<file path="src/hdl/jof_map.vh">
// Register map, field positions, reset values and timing constants
// How it works
// - Invalid-data clock bit set: pixel clock runs while frame high, line low.
// - That bit clear: pixel clock edges only while valid bytes are driven, or outside the frame when the free-run bit is set.
// - Marker insertion wraps each compressed non-spoof frame in SOI and EOI markers.
// - Placement bit puts markers inside (1) or outside (0) the frame window.
// - Ignore-height with spoof ends the frame when the data runs out.
// - In that mode each line is padded with dummy bytes to spoof width.
// - Adaptive clocking steps slow to mid at 50%, to fast at 75% fullness.
// - Adaptive clocking steps fast to mid below 50%, to slow below 25%.
// - Every frame starts on the slow output clock source.
// - Byte swap exchanges even and odd bytes of compressed spoof output.
// - Duplication drives line qualifier with the frame qualifier waveform.
// - Status insertion appends status bits 7:0 after last compressed byte.
// - Timing codes add frame start and end codes to uncompressed spoof.
// - Timing codes add start and end of line codes around every line.
// - Freeze bit blocks shadow copies of the output configuration registers.
// - Without freeze, shadows load when input vertical blanking ends.
// - Slow source divides master clock by bits 3:0, reset 1, zero as one.
// - Spoof framing sends FIFO data as frames of spoof width and height.
// - Mid source divides master clock by bits 11:8, zero acts as one.
// - Fast source divides master clock by third reg bits 3:0, zero as one.
`ifndef JOF_MAP_VH
`define JOF_MAP_VH

`define JOF_OFS_BYPASS   8'h0A
`define JOF_OFS_CFG      8'h0D
`define JOF_OFS_DIV12    8'h0E
`define JOF_OFS_DIV3     8'h0F
`define JOF_OFS_WIDTH    8'h10
`define JOF_OFS_HEIGHT   8'h11

`define JOF_RST_BYPASS   1'b1
`define JOF_RST_CFG      12'h007
`define JOF_RST_DIV12    16'h0501
`define JOF_RST_DIV3     8'h03
`define JOF_RST_WIDTH    12'h640
`define JOF_RST_HEIGHT   12'h004

`define JOF_BIT_SPOOF    0
`define JOF_BIT_CLKFREE  1
`define JOF_BIT_INVCLK   2
`define JOF_BIT_MRKINS   3
`define JOF_BIT_MRKIN    4
`define JOF_BIT_IGNH     5
`define JOF_BIT_ADAPT    6
`define JOF_BIT_SWAP     7
`define JOF_BIT_DUP      8
`define JOF_BIT_STAT     9
`define JOF_BIT_CODES    10
`define JOF_BIT_FREEZE   11

`define JOF_DIV1_LSB     0
`define JOF_DIV2_LSB     8
`define JOF_DIV3_LSB     0

`define JOF_SOI          16'hFFD8
`define JOF_EOI          16'hFFD9
`define JOF_SOF          32'hFF00_00AB
`define JOF_EOF          32'hFF00_00B6
`define JOF_SOL          32'hFF00_0080
`define JOF_EOL          32'hFF00_009D
`define JOF_PAD          8'h00

`define JOF_LINE_GAP     4'h4

`endif

</file>
<file path="src/hdl/jof_fifo.v">
// Output data FIFO with valid and ready on both sides
`timescale 1ns/1ps
`default_nettype none
module jof_fifo #(
    parameter WIDTH = 9,
    parameter DEPTH = 4,
    parameter AW    = 2
) (
    input  wire             clk,
    input  wire             rst_n,
    input  wire             in_valid,
    input  wire [WIDTH-1:0] in_data,
    output wire             in_ready,
    output wire             out_valid,
    output wire [WIDTH-1:0] out_data,
    input  wire             out_ready,
    output wire [AW:0]      count
);
    localparam [31:0]   DEPTH_W  = DEPTH;
    localparam [31:0]   LAST_W   = DEPTH - 1;
    localparam [AW:0]   FULL_CNT = DEPTH_W[AW:0];
    localparam [AW-1:0] LAST_PTR = LAST_W[AW-1:0];

    reg [WIDTH-1:0] mem [0:DEPTH-1];
    reg [AW-1:0]    wr_ptr_reg;
    reg [AW-1:0]    rd_ptr_reg;
    reg [AW:0]      cnt_reg;

    wire push = in_valid && in_ready;
    wire pop  = out_valid && out_ready;

    assign in_ready  = (cnt_reg != FULL_CNT);
    assign out_valid = (cnt_reg != {(AW+1){1'b0}});
    assign out_data  = mem[rd_ptr_reg];
    assign count     = cnt_reg;

    always @(posedge clk) begin
        if (push) begin
            mem[wr_ptr_reg] <= in_data;
        end
    end

    always @(posedge clk or negedge rst_n) begin
        if (!rst_n) begin
            wr_ptr_reg <= {AW{1'b0}};
            rd_ptr_reg <= {AW{1'b0}};
            cnt_reg    <= {(AW+1){1'b0}};
        end else begin
            if (push) begin
                wr_ptr_reg <= (wr_ptr_reg == LAST_PTR) ? {AW{1'b0}}
                                                       : wr_ptr_reg + 1'b1;
            end
            if (pop) begin
                rd_ptr_reg <= (rd_ptr_reg == LAST_PTR) ? {AW{1'b0}}
                                                       : rd_ptr_reg + 1'b1;
            end
            if (push && !pop) begin
                cnt_reg <= cnt_reg + 1'b1;
            end else if (pop && !push) begin
                cnt_reg <= cnt_reg - 1'b1;
            end
        end
    end
endmodule
`default_nettype wire

</file>
<file path="src/hdl/jof_clkdiv.v">
// Gated pixel clock divider with boundary-only divisor change
`timescale 1ns/1ps
`default_nettype none
module jof_clkdiv (
    input  wire       clk,
    input  wire       rst_n,
    input  wire [3:0] div,
    input  wire       run,
    output wire       pclk,
    output wire       tick,
    output wire       bound
);
    reg       active_reg;
    reg       pclk_reg;
    reg [3:0] cnt_reg;
    reg [3:0] div_reg;

    function [3:0] eff_div;
        input [3:0] d;
        begin
            eff_div = (d == 4'h0) ? 4'h1 : d;
        end
    endfunction

    // Boundary: idle, or the high half just finished
    wire boundary = !active_reg || (pclk_reg && cnt_reg == 4'h0);

    assign tick  = boundary && run;
    assign bound = boundary;
    assign pclk = pclk_reg;

    always @(posedge clk or negedge rst_n) begin
        if (!rst_n) begin
            active_reg <= 1'b0;
            pclk_reg   <= 1'b0;
            cnt_reg    <= 4'h0;
            div_reg    <= 4'h1;
        end else if (boundary) begin
            pclk_reg <= 1'b0;
            if (run) begin
                active_reg <= 1'b1;
                div_reg    <= eff_div(div);
                cnt_reg    <= eff_div(div) - 4'h1;
            end else begin
                active_reg <= 1'b0;
            end
        end else if (cnt_reg == 4'h0) begin
            pclk_reg <= 1'b1;
            cnt_reg  <= div_reg - 4'h1;
        end else begin
            cnt_reg <= cnt_reg - 4'h1;
        end
    end
endmodule
`default_nettype wire

</file>
<file path="src/hdl/jof_top.v">
// Output formatter: framing, markers, codes, adaptive gated pixel clock
`timescale 1ns/1ps
`include "jof_map.vh"
`default_nettype none
module jof_top #(
    parameter FIFO_DEPTH = 4,
    parameter FIFO_AW    = 2
) (
    input  wire        clk,
    input  wire        rst_n,
    input  wire        reg_wr_en,
    input  wire [7:0]  reg_addr,
    input  wire [15:0] reg_wdata,
    output wire [15:0] reg_rdata,
    input  wire        vblank_end,
    input  wire [7:0]  jpeg_status,
    input  wire        in_valid,
    input  wire [7:0]  in_data,
    input  wire        in_last,
    output wire        in_ready,
    output wire [7:0]  pix_data,
    output wire        frame_window_level,
    output wire        line_valid,
    output wire        pixel_out_clock
);
    localparam [2:0] S_IDLE = 3'd0;
    localparam [2:0] S_PRE  = 3'd1;
    localparam [2:0] S_HEAD = 3'd2;
    localparam [2:0] S_LINE = 3'd3;
    localparam [2:0] S_GAP  = 3'd4;
    localparam [2:0] S_TAIL = 3'd5;
    localparam [2:0] S_POST = 3'd6;

    // Live configuration and shadow copies
    reg         byp_reg,   byp_sh_reg;
    reg  [11:0] cfg_reg,   cfg_sh_reg;
    reg  [15:0] div12_reg, div12_sh_reg;
    reg  [7:0]  div3_reg,  div3_sh_reg;
    reg  [11:0] wid_reg,   wid_sh_reg;
    reg  [11:0] hgt_reg,   hgt_sh_reg;
    reg  [15:0] rdata_reg;

    reg  [2:0]  state_reg;
    reg  [31:0] q_reg;
    reg  [2:0]  q_cnt_reg;
    reg  [7:0]  pix_reg;
    reg  [11:0] byte_cnt_reg;
    reg  [11:0] line_cnt_reg;
    reg  [3:0]  gap_cnt_reg;
    reg         eol_reg;
    reg         done_reg;
    reg         stat_sent_reg;
    reg  [7:0]  hold_reg;
    reg         hold_vld_reg;
    reg         hold_last_reg;
    reg         odd_reg;
    reg  [1:0]  sel_reg;

    wire        f_valid;
    wire [8:0]  f_out;
    wire        f_ready;
    wire [FIFO_AW:0] f_count;
    wire        tick;
    wire        pclk_bound;
    wire        run;

    wire spoof     = cfg_sh_reg[`JOF_BIT_SPOOF];
    wire uncomp    = byp_sh_reg;
    wire mrk_on    = cfg_sh_reg[`JOF_BIT_MRKINS] && !uncomp && !spoof;
    wire mrk_in    = mrk_on && cfg_sh_reg[`JOF_BIT_MRKIN];
    wire mrk_out   = mrk_on && !cfg_sh_reg[`JOF_BIT_MRKIN];
    wire codes_on  = cfg_sh_reg[`JOF_BIT_CODES] && spoof && uncomp;
    wire swap_on   = cfg_sh_reg[`JOF_BIT_SWAP] && spoof && !uncomp;
    wire stat_need = cfg_sh_reg[`JOF_BIT_STAT] && !uncomp;
    wire f_last    = f_out[8];
    wire q_busy    = (q_cnt_reg != 3'd0);
    wire gap_end   = (gap_cnt_reg == `JOF_LINE_GAP - 4'h1);

    function fill_at;
        input [FIFO_AW:0] c;
        input [2:0]       quarters;
        integer ci;
        begin
            ci = c;
            fill_at = (ci * 4) >= (FIFO_DEPTH * quarters);
        end
    endfunction

    // Data byte source for the line phase
    reg       src_avail;
    reg [7:0] src_byte;
    reg       src_pop;
    reg       src_hold;
    reg       src_stat;
    always @* begin
        src_avail = 1'b0;
        src_byte  = `JOF_PAD;
        src_pop   = 1'b0;
        src_hold  = 1'b0;
        src_stat  = 1'b0;
        if (swap_on && hold_vld_reg && (odd_reg || hold_last_reg)) begin
            src_avail = 1'b1;
            src_byte  = hold_reg;
            src_hold  = 1'b1;
        end else if (swap_on && hold_vld_reg && f_valid) begin
            src_avail = 1'b1;
            src_byte  = f_out[7:0];
            src_pop   = 1'b1;
        end else if (!swap_on && f_valid && !done_reg) begin
            src_avail = 1'b1;
            src_byte  = f_out[7:0];
            src_pop   = 1'b1;
        end else if (done_reg && !hold_vld_reg && stat_need
                     && !stat_sent_reg) begin
            src_avail = 1'b1;
            src_byte  = jpeg_status;
            src_stat  = 1'b1;
        end else if (spoof && done_reg && !hold_vld_reg) begin
            src_avail = 1'b1;
        end
    end

    wire stream_end = done_reg && !hold_vld_reg
                      && (!stat_need || stat_sent_reg);
    wire data_phase = !eol_reg && (!spoof || byte_cnt_reg < wid_sh_reg);
    wire emit_src   = tick && state_reg == S_LINE && !q_busy && data_phase
                      && src_avail;
    wire preload    = swap_on && state_reg == S_LINE && !hold_vld_reg
                      && !odd_reg && f_valid && !done_reg;
    wire frame_over = cfg_sh_reg[`JOF_BIT_IGNH] ? stream_end
                      : (line_cnt_reg + 12'd1 >= hgt_sh_reg);

    assign f_ready = preload || (emit_src && src_pop);

    wire fv = (state_reg == S_HEAD) || (state_reg == S_LINE)
              || (state_reg == S_GAP) || (state_reg == S_TAIL);
    wire lv = (state_reg == S_LINE);

    reg run_c;
    always @* begin
        case (state_reg)
            S_IDLE:  run_c = cfg_sh_reg[`JOF_BIT_CLKFREE];
            S_PRE,
            S_HEAD,
            S_TAIL:  run_c = q_busy;
            S_POST:  run_c = q_busy || cfg_sh_reg[`JOF_BIT_CLKFREE];
            S_LINE:  run_c = q_busy || (data_phase && src_avail);
            // Free run stops before the gap ends so no period straddles
            S_GAP:   run_c = q_busy || (cfg_sh_reg[`JOF_BIT_INVCLK]
                                        && !gap_end);
            default: run_c = 1'b0;
        endcase
    end
    assign run = run_c;

    reg [3:0] div_sel;
    always @* begin
        case (sel_reg)
            2'd1:    div_sel = div12_sh_reg[`JOF_DIV2_LSB +: 4];
            2'd2:    div_sel = div3_sh_reg[`JOF_DIV3_LSB +: 4];
            default: div_sel = div12_sh_reg[`JOF_DIV1_LSB +: 4];
        endcase
    end

    // Register port and shadow transfer
    always @(posedge clk or negedge rst_n) begin
        if (!rst_n) begin
            byp_reg      <= `JOF_RST_BYPASS;
            cfg_reg      <= `JOF_RST_CFG;
            div12_reg    <= `JOF_RST_DIV12;
            div3_reg     <= `JOF_RST_DIV3;
            wid_reg      <= `JOF_RST_WIDTH;
            hgt_reg      <= `JOF_RST_HEIGHT;
            byp_sh_reg   <= `JOF_RST_BYPASS;
            cfg_sh_reg   <= `JOF_RST_CFG;
            div12_sh_reg <= `JOF_RST_DIV12;
            div3_sh_reg  <= `JOF_RST_DIV3;
            wid_sh_reg   <= `JOF_RST_WIDTH;
            hgt_sh_reg   <= `JOF_RST_HEIGHT;
            rdata_reg    <= 16'h0000;
        end else begin
            if (reg_wr_en) begin
                case (reg_addr)
                    `JOF_OFS_BYPASS: byp_reg   <= reg_wdata[0];
                    `JOF_OFS_CFG:    cfg_reg   <= reg_wdata[11:0];
                    `JOF_OFS_DIV12:  div12_reg <= reg_wdata;
                    `JOF_OFS_DIV3:   div3_reg  <= reg_wdata[7:0];
                    `JOF_OFS_WIDTH:  wid_reg   <= reg_wdata[11:0];
                    `JOF_OFS_HEIGHT: hgt_reg   <= reg_wdata[11:0];
                    default:         ;
                endcase
            end
            if (vblank_end && !cfg_reg[`JOF_BIT_FREEZE]) begin
                byp_sh_reg   <= byp_reg;
                cfg_sh_reg   <= cfg_reg;
                div12_sh_reg <= div12_reg;
                div3_sh_reg  <= div3_reg;
                wid_sh_reg   <= wid_reg;
                hgt_sh_reg   <= hgt_reg;
            end
            case (reg_addr)
                `JOF_OFS_BYPASS: rdata_reg <= {15'h0000, byp_reg};
                `JOF_OFS_CFG:    rdata_reg <= {4'h0, cfg_reg};
                `JOF_OFS_DIV12:  rdata_reg <= div12_reg;
                `JOF_OFS_DIV3:   rdata_reg <= {8'h00, div3_reg};
                `JOF_OFS_WIDTH:  rdata_reg <= {4'h0, wid_reg};
                `JOF_OFS_HEIGHT: rdata_reg <= {4'h0, hgt_reg};
                default:         rdata_reg <= 16'h0000;
            endcase
        end
    end

    // Frame sequencer
    always @(posedge clk or negedge rst_n) begin
        if (!rst_n) begin
            state_reg     <= S_IDLE;
            q_reg         <= 32'h0000_0000;
            q_cnt_reg     <= 3'd0;
            pix_reg       <= 8'h00;
            byte_cnt_reg  <= 12'h000;
            line_cnt_reg  <= 12'h000;
            gap_cnt_reg   <= 4'h0;
            eol_reg       <= 1'b0;
            done_reg      <= 1'b0;
            stat_sent_reg <= 1'b0;
            hold_reg      <= 8'h00;
            hold_vld_reg  <= 1'b0;
            hold_last_reg <= 1'b0;
            odd_reg       <= 1'b0;
            sel_reg       <= 2'd0;
        end else begin
            // Adaptive source selection with hysteresis
            if (!cfg_sh_reg[`JOF_BIT_ADAPT]) begin
                sel_reg <= 2'd0;
            end else begin
                case (sel_reg)
                    2'd0: if (fill_at(f_count, 3'd2)) sel_reg <= 2'd1;
                    2'd1: begin
                        if (fill_at(f_count, 3'd3)) begin
                            sel_reg <= 2'd2;
                        end else if (!fill_at(f_count, 3'd1)) begin
                            sel_reg <= 2'd0;
                        end
                    end
                    2'd2: if (!fill_at(f_count, 3'd2)) sel_reg <= 2'd1;
                    default: sel_reg <= 2'd0;
                endcase
            end
            if (tick && q_busy) begin
                pix_reg   <= q_reg[31:24];
                q_reg     <= {q_reg[23:0], 8'h00};
                q_cnt_reg <= q_cnt_reg - 3'd1;
            end
            if (preload) begin
                hold_reg      <= f_out[7:0];
                hold_vld_reg  <= 1'b1;
                hold_last_reg <= f_last;
                if (f_last) done_reg <= 1'b1;
            end
            if (emit_src) begin
                pix_reg <= src_byte;
                if (spoof) byte_cnt_reg <= byte_cnt_reg + 12'd1;
                if (src_pop && f_last) done_reg <= 1'b1;
                if (src_pop && swap_on) odd_reg <= 1'b1;
                if (src_hold) begin
                    hold_vld_reg <= 1'b0;
                    odd_reg      <= 1'b0;
                end
                if (src_stat) stat_sent_reg <= 1'b1;
            end
            case (state_reg)
                S_IDLE: begin
                    if (f_valid) begin
                        state_reg     <= S_PRE;
                        sel_reg       <= 2'd0;
                        done_reg      <= 1'b0;
                        stat_sent_reg <= 1'b0;
                        line_cnt_reg  <= 12'h000;
                        byte_cnt_reg  <= 12'h000;
                        eol_reg       <= 1'b0;
                        odd_reg       <= 1'b0;
                        if (mrk_out) begin
                            q_reg     <= {`JOF_SOI, 16'h0000};
                            q_cnt_reg <= 3'd2;
                        end
                    end
                end
                S_PRE: begin
                    if (!q_busy && pclk_bound) begin
                        state_reg <= S_HEAD;
                        if (mrk_in) begin
                            q_reg     <= {`JOF_SOI, 16'h0000};
                            q_cnt_reg <= 3'd2;
                        end else if (codes_on) begin
                            q_reg     <= `JOF_SOF;
                            q_cnt_reg <= 3'd4;
                        end
                    end
                end
                S_HEAD: begin
                    if (!q_busy && pclk_bound) begin
                        state_reg <= S_LINE;
                        if (codes_on) begin
                            q_reg     <= `JOF_SOL;
                            q_cnt_reg <= 3'd4;
                        end
                    end
                end
                S_LINE: begin
                    if (!q_busy && !emit_src && pclk_bound) begin
                        if (eol_reg) begin
                            state_reg   <= S_GAP;
                            gap_cnt_reg <= 4'h0;
                        end else if (!spoof) begin
                            if (stream_end) begin
                                state_reg <= S_TAIL;
                                if (mrk_in) begin
                                    q_reg     <= {`JOF_EOI, 16'h0000};
                                    q_cnt_reg <= 3'd2;
                                end
                            end
                        end else if (!data_phase) begin
                            if (codes_on) begin
                                q_reg     <= `JOF_EOL;
                                q_cnt_reg <= 3'd4;
                                eol_reg   <= 1'b1;
                            end else begin
                                state_reg   <= S_GAP;
                                gap_cnt_reg <= 4'h0;
                            end
                        end
                    end
                end
                S_GAP: begin
                    if (!gap_end) begin
                        gap_cnt_reg <= gap_cnt_reg + 4'h1;
                    end else if (pclk_bound) begin
                        if (frame_over) begin
                            state_reg <= S_TAIL;
                            if (codes_on) begin
                                q_reg     <= `JOF_EOF;
                                q_cnt_reg <= 3'd4;
                            end
                        end else begin
                            state_reg    <= S_LINE;
                            line_cnt_reg <= line_cnt_reg + 12'd1;
                            byte_cnt_reg <= 12'h000;
                            eol_reg      <= 1'b0;
                            if (codes_on) begin
                                q_reg     <= `JOF_SOL;
                                q_cnt_reg <= 3'd4;
                            end
                        end
                    end
                end
                S_TAIL: begin
                    if (!q_busy && pclk_bound) begin
                        state_reg <= S_POST;
                        if (mrk_out) begin
                            q_reg     <= {`JOF_EOI, 16'h0000};
                            q_cnt_reg <= 3'd2;
                        end
                    end
                end
                S_POST: begin
                    if (!q_busy) state_reg <= S_IDLE;
                end
                default: state_reg <= S_IDLE;
            endcase
        end
    end

    jof_fifo #(
        .WIDTH (9),
        .DEPTH (FIFO_DEPTH),
        .AW    (FIFO_AW)
    ) u_fifo (
        .clk       (clk),
        .rst_n     (rst_n),
        .in_valid  (in_valid),
        .in_data   ({in_last, in_data}),
        .in_ready  (in_ready),
        .out_valid (f_valid),
        .out_data  (f_out),
        .out_ready (f_ready),
        .count     (f_count)
    );

    jof_clkdiv u_clkdiv (
        .clk   (clk),
        .rst_n (rst_n),
        .div   (div_sel),
        .run   (run),
        .pclk  (pixel_out_clock),
        .tick  (tick),
        .bound (pclk_bound)
    );

    assign pix_data           = pix_reg;
    assign frame_window_level = fv;
    assign line_valid         = cfg_sh_reg[`JOF_BIT_DUP] ? fv : lv;
    assign reg_rdata          = rdata_reg;
endmodule
`default_nettype wire

</file>
<file path="config.mk">
export PLATFORM = sky130hd
export DESIGN_NAME = jof_top
export DESIGN_NICKNAME = d
export VERILOG_FILES = /design/src/hdl/jof_fifo.v /design/src/hdl/jof_clkdiv.v /design/src/hdl/jof_top.v
export VERILOG_INCLUDE_DIRS = /design/src /design/src/hdl
export SDC_FILE = /design/constraint.sdc
export NUM_CORES = 1
export LEC_CHECK = 0
export BUFFER_PORTS_ARGS = -buffer_cell sky130_fd_sc_hd__buf_4
export CAP_MARGIN = 20
export CORE_ASPECT_RATIO = 0.9
export CORE_MARGIN = 5
export CORE_UTILIZATION = 55
export CTS_CLUSTER_SIZE = 20
export DETAILED_ROUTE_END_ITERATION = 8
export PLACE_DENSITY = 0.72
export SKIP_LAST_GASP = 1
export SYNTH_ARGS = -nofsm -noshare
export SYNTH_HDL_FRONTEND = slang
export SYNTH_SLANG_ARGS = --single-unit
export TNS_END_PERCENT = 20
</file>
<file path="constraint.sdc">
create_clock -name clk -period 6.3 [get_ports clk]
set_clock_uncertainty 0.2 [all_clocks]
set_input_delay 0.315 -clock clk [delete_from_list [all_inputs] [get_ports clk]]
set_output_delay 0.315 -clock clk [all_outputs]
set_load 0.03 [all_outputs]
</file>
==> flow_summary.ini, run 1 <==
[clock_tree]
clk_pin_slew_ps = 60
cts.sinks = 268
cts_root_buf = clkbuf_16
cts-resized-gates = 0
cts_buffer_depth = 3
clk-insertion-delay-late_ps = 560
cts_tree = built
cts_made_buffers = 28
cts_max_level = 1

[hold_path]
hp-class = input port to flop

[route]
drt-total-wl_mm = 29.11
wl_met1_mm = 13.95
dr_total_vias = 9049
drt_iter0_markers = 682
routed.top_layer = met4
drc_errors = 0
wl_per_cell_um = 18.70
dr_wl_met2_mm = 13.34
first_pass_iters = 5
ant_nets = 0
via_per_inst = 5.812
dr_wl_met3_mm = 1.208

[global_routing]
grt_max_degree = 131
overflow = 0
antenna_found_initial = 0
grt_pass1_vias = 9036
grt_pass1_wl_mm = 48.30
groute.usage.overall = 0.2240

[synthesis]
yosysWarnings = 0
syn_nets = 1230
mappedNetlistArea_sq_mm = 0.01293
synthAdderAreaFrac = 0.04530
ys_seq_area_frac = 0.5353
synth.avg_cell_area_sq_um = 11.36
synth_cells = 1138
synth_top_family_by_area = multiplexers
synth_seq_cells = 268
ys.flop_type = dfrtp_1
synth_edf_count = 36
ys_types = 83
yosys.area_share.simple = 0.1271
synth_compound_area_frac = 0.1172
synthMuxAreaShare = 0.1285
synthArstFlopShare = 0.8657
synth_xor_area_frac = 0.01897

[worst_setup_path]
worst-endpoint-required_ps = 6550
end_kind = flop
crit_path_start_kind = flop
crit_fanout = 12
critical_path_class = flop to flop
worstPathArrival_ps = 4400

[placement]
routabilityCongestion = 0.8986
portBuffers = 73
preCtsSetupSlack_ps = 2246
hpwl_mm = 20.00
dpl_cell_area_sq_mm = 0.01376
dp.cells = 1476

[timing]
fin_tns_setup_ps = 0
period_needed_ps = 4147
hold_viol_final = 0
layout_setup_ws_ps = 2153
maxSlewHeadroom = 0.3332
tightest_slew_ps = 996.0
setup_viol = 0
fin_crit_sh = 0.6582
max_freq_mhz = 241.2
maxSlewViolCount = 0
rsz0062_at_grt = no

[power]
pwr-share-seq = 0.408
cellLeakagePower_nw = 6.790
p_total_mw = 5.307
switching_share = 0.3321
p_int_mw = 3.545
p_sw_mw = 1.762
clockPowerShare = 0.322
peakVddDrop_v = 0.0002749
power_density_mw_per_mm2 = 353.0
pwr-share-comb = 0.270

[run]
maxCapViolations = 0

[die]
dieWidth_um = 171.6
die_area_sq_mm = 0.02668
fp.dieH_um = 155.4
core_sq_mm = 0.02328
ios = 74
core.rowCount = 53
initial_core_util = 0.5554

[status]
status = complete, no violations

[layout]
flow.area_growth_from_synthesis_pct = 16.28
nNetsFinal = 1325
finish.instance_area_sq_mm = 0.01503
largest_reg_flops = 36
layout-drive-gt1-share = 0.2199
n_antenna_cell = 0
final_cells = 1557
[worst max-delay path: stages, from the launching register on]
cell       delay [ps]
dfrtp_1           420
and3_1            170
nand3_1           130
nor2_1            220
and3_1            280
and3_1            190
xnor2_1           150
inv_1              70
ha_1              320
nand4_1           130
a2111oi_0         440
o31ai_1           240
a21oi_1           690
buf_4             290
nand2_1            60
o21ai_0            70
[cell type report]
| type | instances | area (sq um) |
|---|---|---|
| fillers | 1734 | 8244 |
| flip-flops and latches | 268 | 6920 |
| multi-input cells | 782 | 5673 |
| repair buffers | 113 | 932.1 |
| clock buffers | 32 | 725.7 |
| well taps | 302 | 377.9 |
| clock inverters | 20 | 252.7 |
| inverters | 40 | 150.1 |
[power groups by stage]
stage / Combinational, mW / Clock [mW] / Sequential (mW)
after floorplan: 1.07 / 0 / 2.14
after CTS: 1.44 / 1.74 / 2.17
after detailed placement: 1.42 / 0 / 2.19
final: 1.43 / 1.71 / 2.17
after global routing: 1.60 / 1.81 / 2.20
after global placement: 1.39 / 0 / 2.19
[timing repair]
item,4_1_cts,5_1_grt
hold buffers,29,0
endpoints found under the hold margin,205,0
endpoints found under the setup margin,0,0
buffers inserted,0,0
[per-stage QoR]
| step | utilization | hold slack [ps] |
|---|---|---|
| finish | 0.6458 | 41.12 |
| floorplan | - | -180.6 |
| global route | 0.6458 | 86.85 |
| detailed placement | 0.5913 | 267.0 |
| global placement | 0.5905 | 254.9 |
| CTS | 0.6458 | 27.37 |
[cell usage in the layout (no fill, tap or decap), types with 17 or more instances in the layout]
cell type,count
nor3_1,25
nand2_1,116
xnor2_1,19
ha_1,46
clkbuf_16,28
mux2i_1,31
o21ai_0,68
nor2_1,77
dlygate4sd3_1,29
dfstp_2,27
a21oi_1,55
o21ai_1,17
inv_1,40
edfxtp_1,36
mux2_2,89
buf_4,82
dfrtp_1,205
[Yosys cell counts, types with 11 or more instances]
library cell    n  area share
clkbuf_1       33      0.0096
xnor2_1        19       0.013
ha_1           46       0.045
a22oi_1        14      0.0081
nor2_1         77       0.022
mux2i_1        31       0.024
o21ai_0        68       0.026
nand2b_1       12      0.0058
nor3_1         25      0.0097
a221o_1        16       0.012
mux2_2         89       0.078
and3_1         16      0.0077
nand2_1       116       0.034
a21oi_1        55       0.021
dfrtp_1       205        0.40
inv_1          40       0.012
o21ai_1        17      0.0066
dfstp_2        27       0.055
a31oi_1        11      0.0053
nand3_1        14      0.0054
mux2_1         13       0.011
edfxtp_1       36       0.084
[cells by family after synthesis]
group           after synthesis
mux                         142
fa+ha+maj                    47
compound gates              236
simple gates                329
buf+inv                      88
xor+xnor                     28
flops                       268
[per-layer routing]
| metal | up-vias | track usage |
|---|---|---|
| li1 | 4313 | - |
| met1 | 4499 | 0.3440 |
| met2 | 196 | 0.3446 |
| met3 | 41 | 0.02566 |
| met4 | 0 | 0.05281 |
| met5 | - | 0 |
[path summary, 6_finish.rpt]
| check | start | endpoint | slack (ps) | cells after the start |
|---|---|---|---|---|
| min | in_valid | u_fifo.wr_ptr_reg[0] | 40 | 3 |
| max reg2reg | line_cnt_reg[0] | line_cnt_reg[0] | 2150 | 15 |
| min reg2reg | div12_reg[15] | reg_rdata[15] | 280 | 1 |
| min in group asynchronous | rst_n | div12_sh_reg[11] | 300 | 2 |
| max in group asynchronous | rst_n | q_reg[13] | 4110 | 3 |
| max | line_cnt_reg[0] | line_cnt_reg[0] | 2150 | 15 |
(Power assumes the default switching activity.)
==> run 2: changes to the inputs <==
ABC_AREA = 1   (was default)
clock period = 4.3 ns   (was 6.3 ns; I/O delays follow)
==> run 2 against run 1 <==
Net effect:
- largest power group unchanged
- total power is 49% higher
- critical path depth increased by 4
- flip-flop and latch count unchanged
- clock power up 52%
- maximum frequency rose by 12%
- register-to-register slack got worse by 1600 ps
- global-route usage rose by 0.79 points
- final cell count is 22% higher
==> flow_summary.ini, run 2 <==
[global_routing]
top_usage_layer = met2
antenna_found_initial = 0
groute.usage.overall = 0.2320
grt_use_met2 = 0.3619
gr-usage-met3 = 0.04662
grtUsageMet1 = 0.3411
grt_max_degree = 123
grt_pass1_wl_mm = 51.23
overflow = 0
grt_pass1_vias = 10270

[synthesis]
ys_types = 59
synth_top_family_by_area = simple AND/OR/NAND/NOR gates
yosys.area_share.simple = 0.1722
yosysWarnings = 0
yosysTopAreaCellShare = 0.3939
synthAdderAreaFrac = 0.04419
synth_cells = 1456
synth_top_area_cell = dfrtp_1
mappedNetlistArea_sq_mm = 0.01302
ys_seq_area_frac = 0.5314
synthTopCellsByArea = dfrtp_1, nand2_1, edfxtp_1, o21ai_0, inv_1
synth_compound_area_frac = 0.1497
synth_xor_area_frac = 0.01009
synthMuxAreaShare = 0.01633
synthMostInstantiatedCell = nand2_1
synth_edf_count = 36
ys.flop_type = dfrtp_1
syn_nets = 1548
synth_seq_cells = 268
synth.top_cells.by_count = nand2_1, dfrtp_1, inv_1, o21ai_0, nor2_1
synth.avg_cell_area_sq_um = 8.945
synthArstFlopShare = 0.8657

[worst_setup_path]
end_kind = flop
r2r_end = line_cnt_reg[6]
crit_fanout = 27
rr_startpoint = line_cnt_reg[2]
worst-endpoint-required_ps = 4560
r2r_setup_slack_ps = 590
r2r_cells = 19
worstPathArrival_ps = 3960
critical_path_class = flop to flop
crit_path_start_kind = flop

[die]
ios = 74
core_sq_mm = 0.02334
die_area_sq_mm = 0.02686
fp.dieH_um = 156.0
dieWidth_um = 172.2
initial_core_util = 0.5579
core.rowCount = 53

[clock_tree]
cts_root_buf = clkbuf_16
cts_buffer_depth = 3
cts.sinks = 268
clk_pin_slew_ps = 60
cts_setup_buffers = 0
cts_tree = built
cts_max_level = 1
cts_made_buffers = 28
clk-insertion-delay-late_ps = 570

[route]
wl_per_cell_um = 16.05
drt_iter0_markers = 984
ant_nets = 0
via_per_inst = 5.509
first_pass_iters = 7
dr_total_vias = 10430
drc_errors = 0
drt-total-wl_mm = 30.39

[layout]
final_cell_mix = nand2_1, dfrtp_1, inv_1
n_antenna_cell = 0
n_fill_cell = 1886
layout.area.seq_sq_mm = 0.006920
layout-drive-gt1-share = 0.1332
layout_commonest_cell = nand2_1
flow.area_growth_from_synthesis_pct = 17.46
largest_reg_flops = 36
multi_input_area_sq_mm = 0.005119
nNetsFinal = 1662

[run]
maxCapViolations = 0

[power]
cellLeakagePower_nw = 7.104
power_density_mw_per_mm2 = 517.7
peakVddDrop_v = 0.0005366

[timing]
hold_viol_final = 0
fin_tns_setup_ps = 0
period_needed_ps = 3707
rsz0062_at_grt = no
fin_crit_sh = 0.8621
maxSlewViolCount = 0
max_freq_mhz = 269.8
tightest_slew_ps = 1008
maxSlewHeadroom = 0.3261
holdWs_ps = 25.99
setup_viol = 0

[status]
status = complete, no violations

[placement]
portBuffers = 73
hpwl_mm = 21.18
routabilityCongestion = 0.9311

[hold_path]
hp-class = input port to flop
holdPathEnd = reg_rdata[0]
hold_depth = 6
hp-start = reg_addr[4]
-- run 2: changes by cell type in the layout (fill, tap and decap cells not counted), moves of 15 or more --
cell / before / now
a221o_1: 16 / 0
nand2_1: 116 / 289
mux2i_1: 31 / 1
o22ai_1: 0 / 25
a221oi_1: 1 / 16
o21ai_0: 68 / 182
inv_1: 40 / 197
nand3_1: 14 / 50
nor2_1: 77 / 111
and3_1: 16 / 0
mux2_2: 89 / 18
dlygate4sd3_1: 29 / 44
-- run 2: layer usage --
metal | part of all wire | up-vias
met5 | 0 | -
met4 | 0.018 | 0
li1 | - | 5070
met2 | 0.45 | 318
met3 | 0.073 | 53
met1 | 0.46 | 4993
-- run 2: area by class of cell --
cell class / count / area share
clock inverters: 10 / 0.01170
multi-input cells: 937 / 0.3346
well taps: 302 / 0.02470
clock buffers: 42 / 0.05415
inverters: 208 / 0.05137
repair buffers: 127 / 0.07108
flip-flops and latches: 268 / 0.4524
-- run 2: how the worst max path moves through the flow --
stage / startpoint / to / slack (ps) / depth (start not counted)
6_report: line_cnt_reg[2] / line_cnt_reg[6] / 590 / 19
5_1_grt: line_cnt_reg[2] / line_cnt_reg[6] / 50 / 19
4_1_cts: line_cnt_reg[2] / line_cnt_reg[6] / 350 / 19
3_5_place_dp: line_cnt_reg[2] / byte_cnt_reg[9] / 380 / 19
3_3_place_gp: line_cnt_reg[2] / byte_cnt_reg[9] / 510 / 19
2_1_floorplan: line_cnt_reg[2] / line_cnt_reg[8] / 910 / 20
-- run 2: repair_timing --
action	CTS	global route
setup endpoints to repair	0	16
hold endpoints to repair	218	0
hold buffers	44	0
gates resized for setup	0	3
-- run 2: cell families after synthesis --
family / Yosys count
AOI/OAI and AO/OA: 342
adders and majority gates: 46
muxes: 19
buffers and inverters: 251
and+or+nand+nor: 515
xor gates and xnor gates: 15
DFF: 268
-- run 2: worst max-delay path, cell delays in order, from the launching register on --
cell	delay, ps
dfrtp_1	380
inv_1	70
nor3_2	240
nand4_1	170
nor3_1	230
nand3_1	130
nor2_1	140
xor2_1	200
ha_1	280
a21oi_1	140
o21ai_0	90
a21oi_1	120
nand4_1	130
o21ai_0	130
nor2_1	100
inv_1	130
nand2_1	230
inv_4	280
nand3_1	110
o21ai_0	100
-- run 2: report_power, final --
group	total (mW)	switching, mW	leakage [nW]	internal, mW
Clock	2.60	1.02	0.494	1.58
Combinational	2.20	1.48	3.31	0.719
Sequential	3.12	0.216	3.30	2.90
Total	7.92	2.72	7.10	5.20
-- run 2: per-stage QoR --
stage / setup slack [ps] / std cells / area (sq um) / utilization / total power, mW
6_report: 592.9 / 1894 / 15300 / 0.6553 / 7.919
5_1_grt: 53.06 / 1894 / 15300 / 0.6553 / 8.400
3_5_place_dp: 378.2 / 1797 / 13830 / 0.5925 / 5.299
4_1_cts: 351.5 / 1893 / 15280 / 0.6545 / 7.938
3_3_place_gp: 507.7 / 1797 / 13830 / 0.5925 / 5.231
2_1_floorplan: 910.6 / 1456 / 13020 / - / 4.648
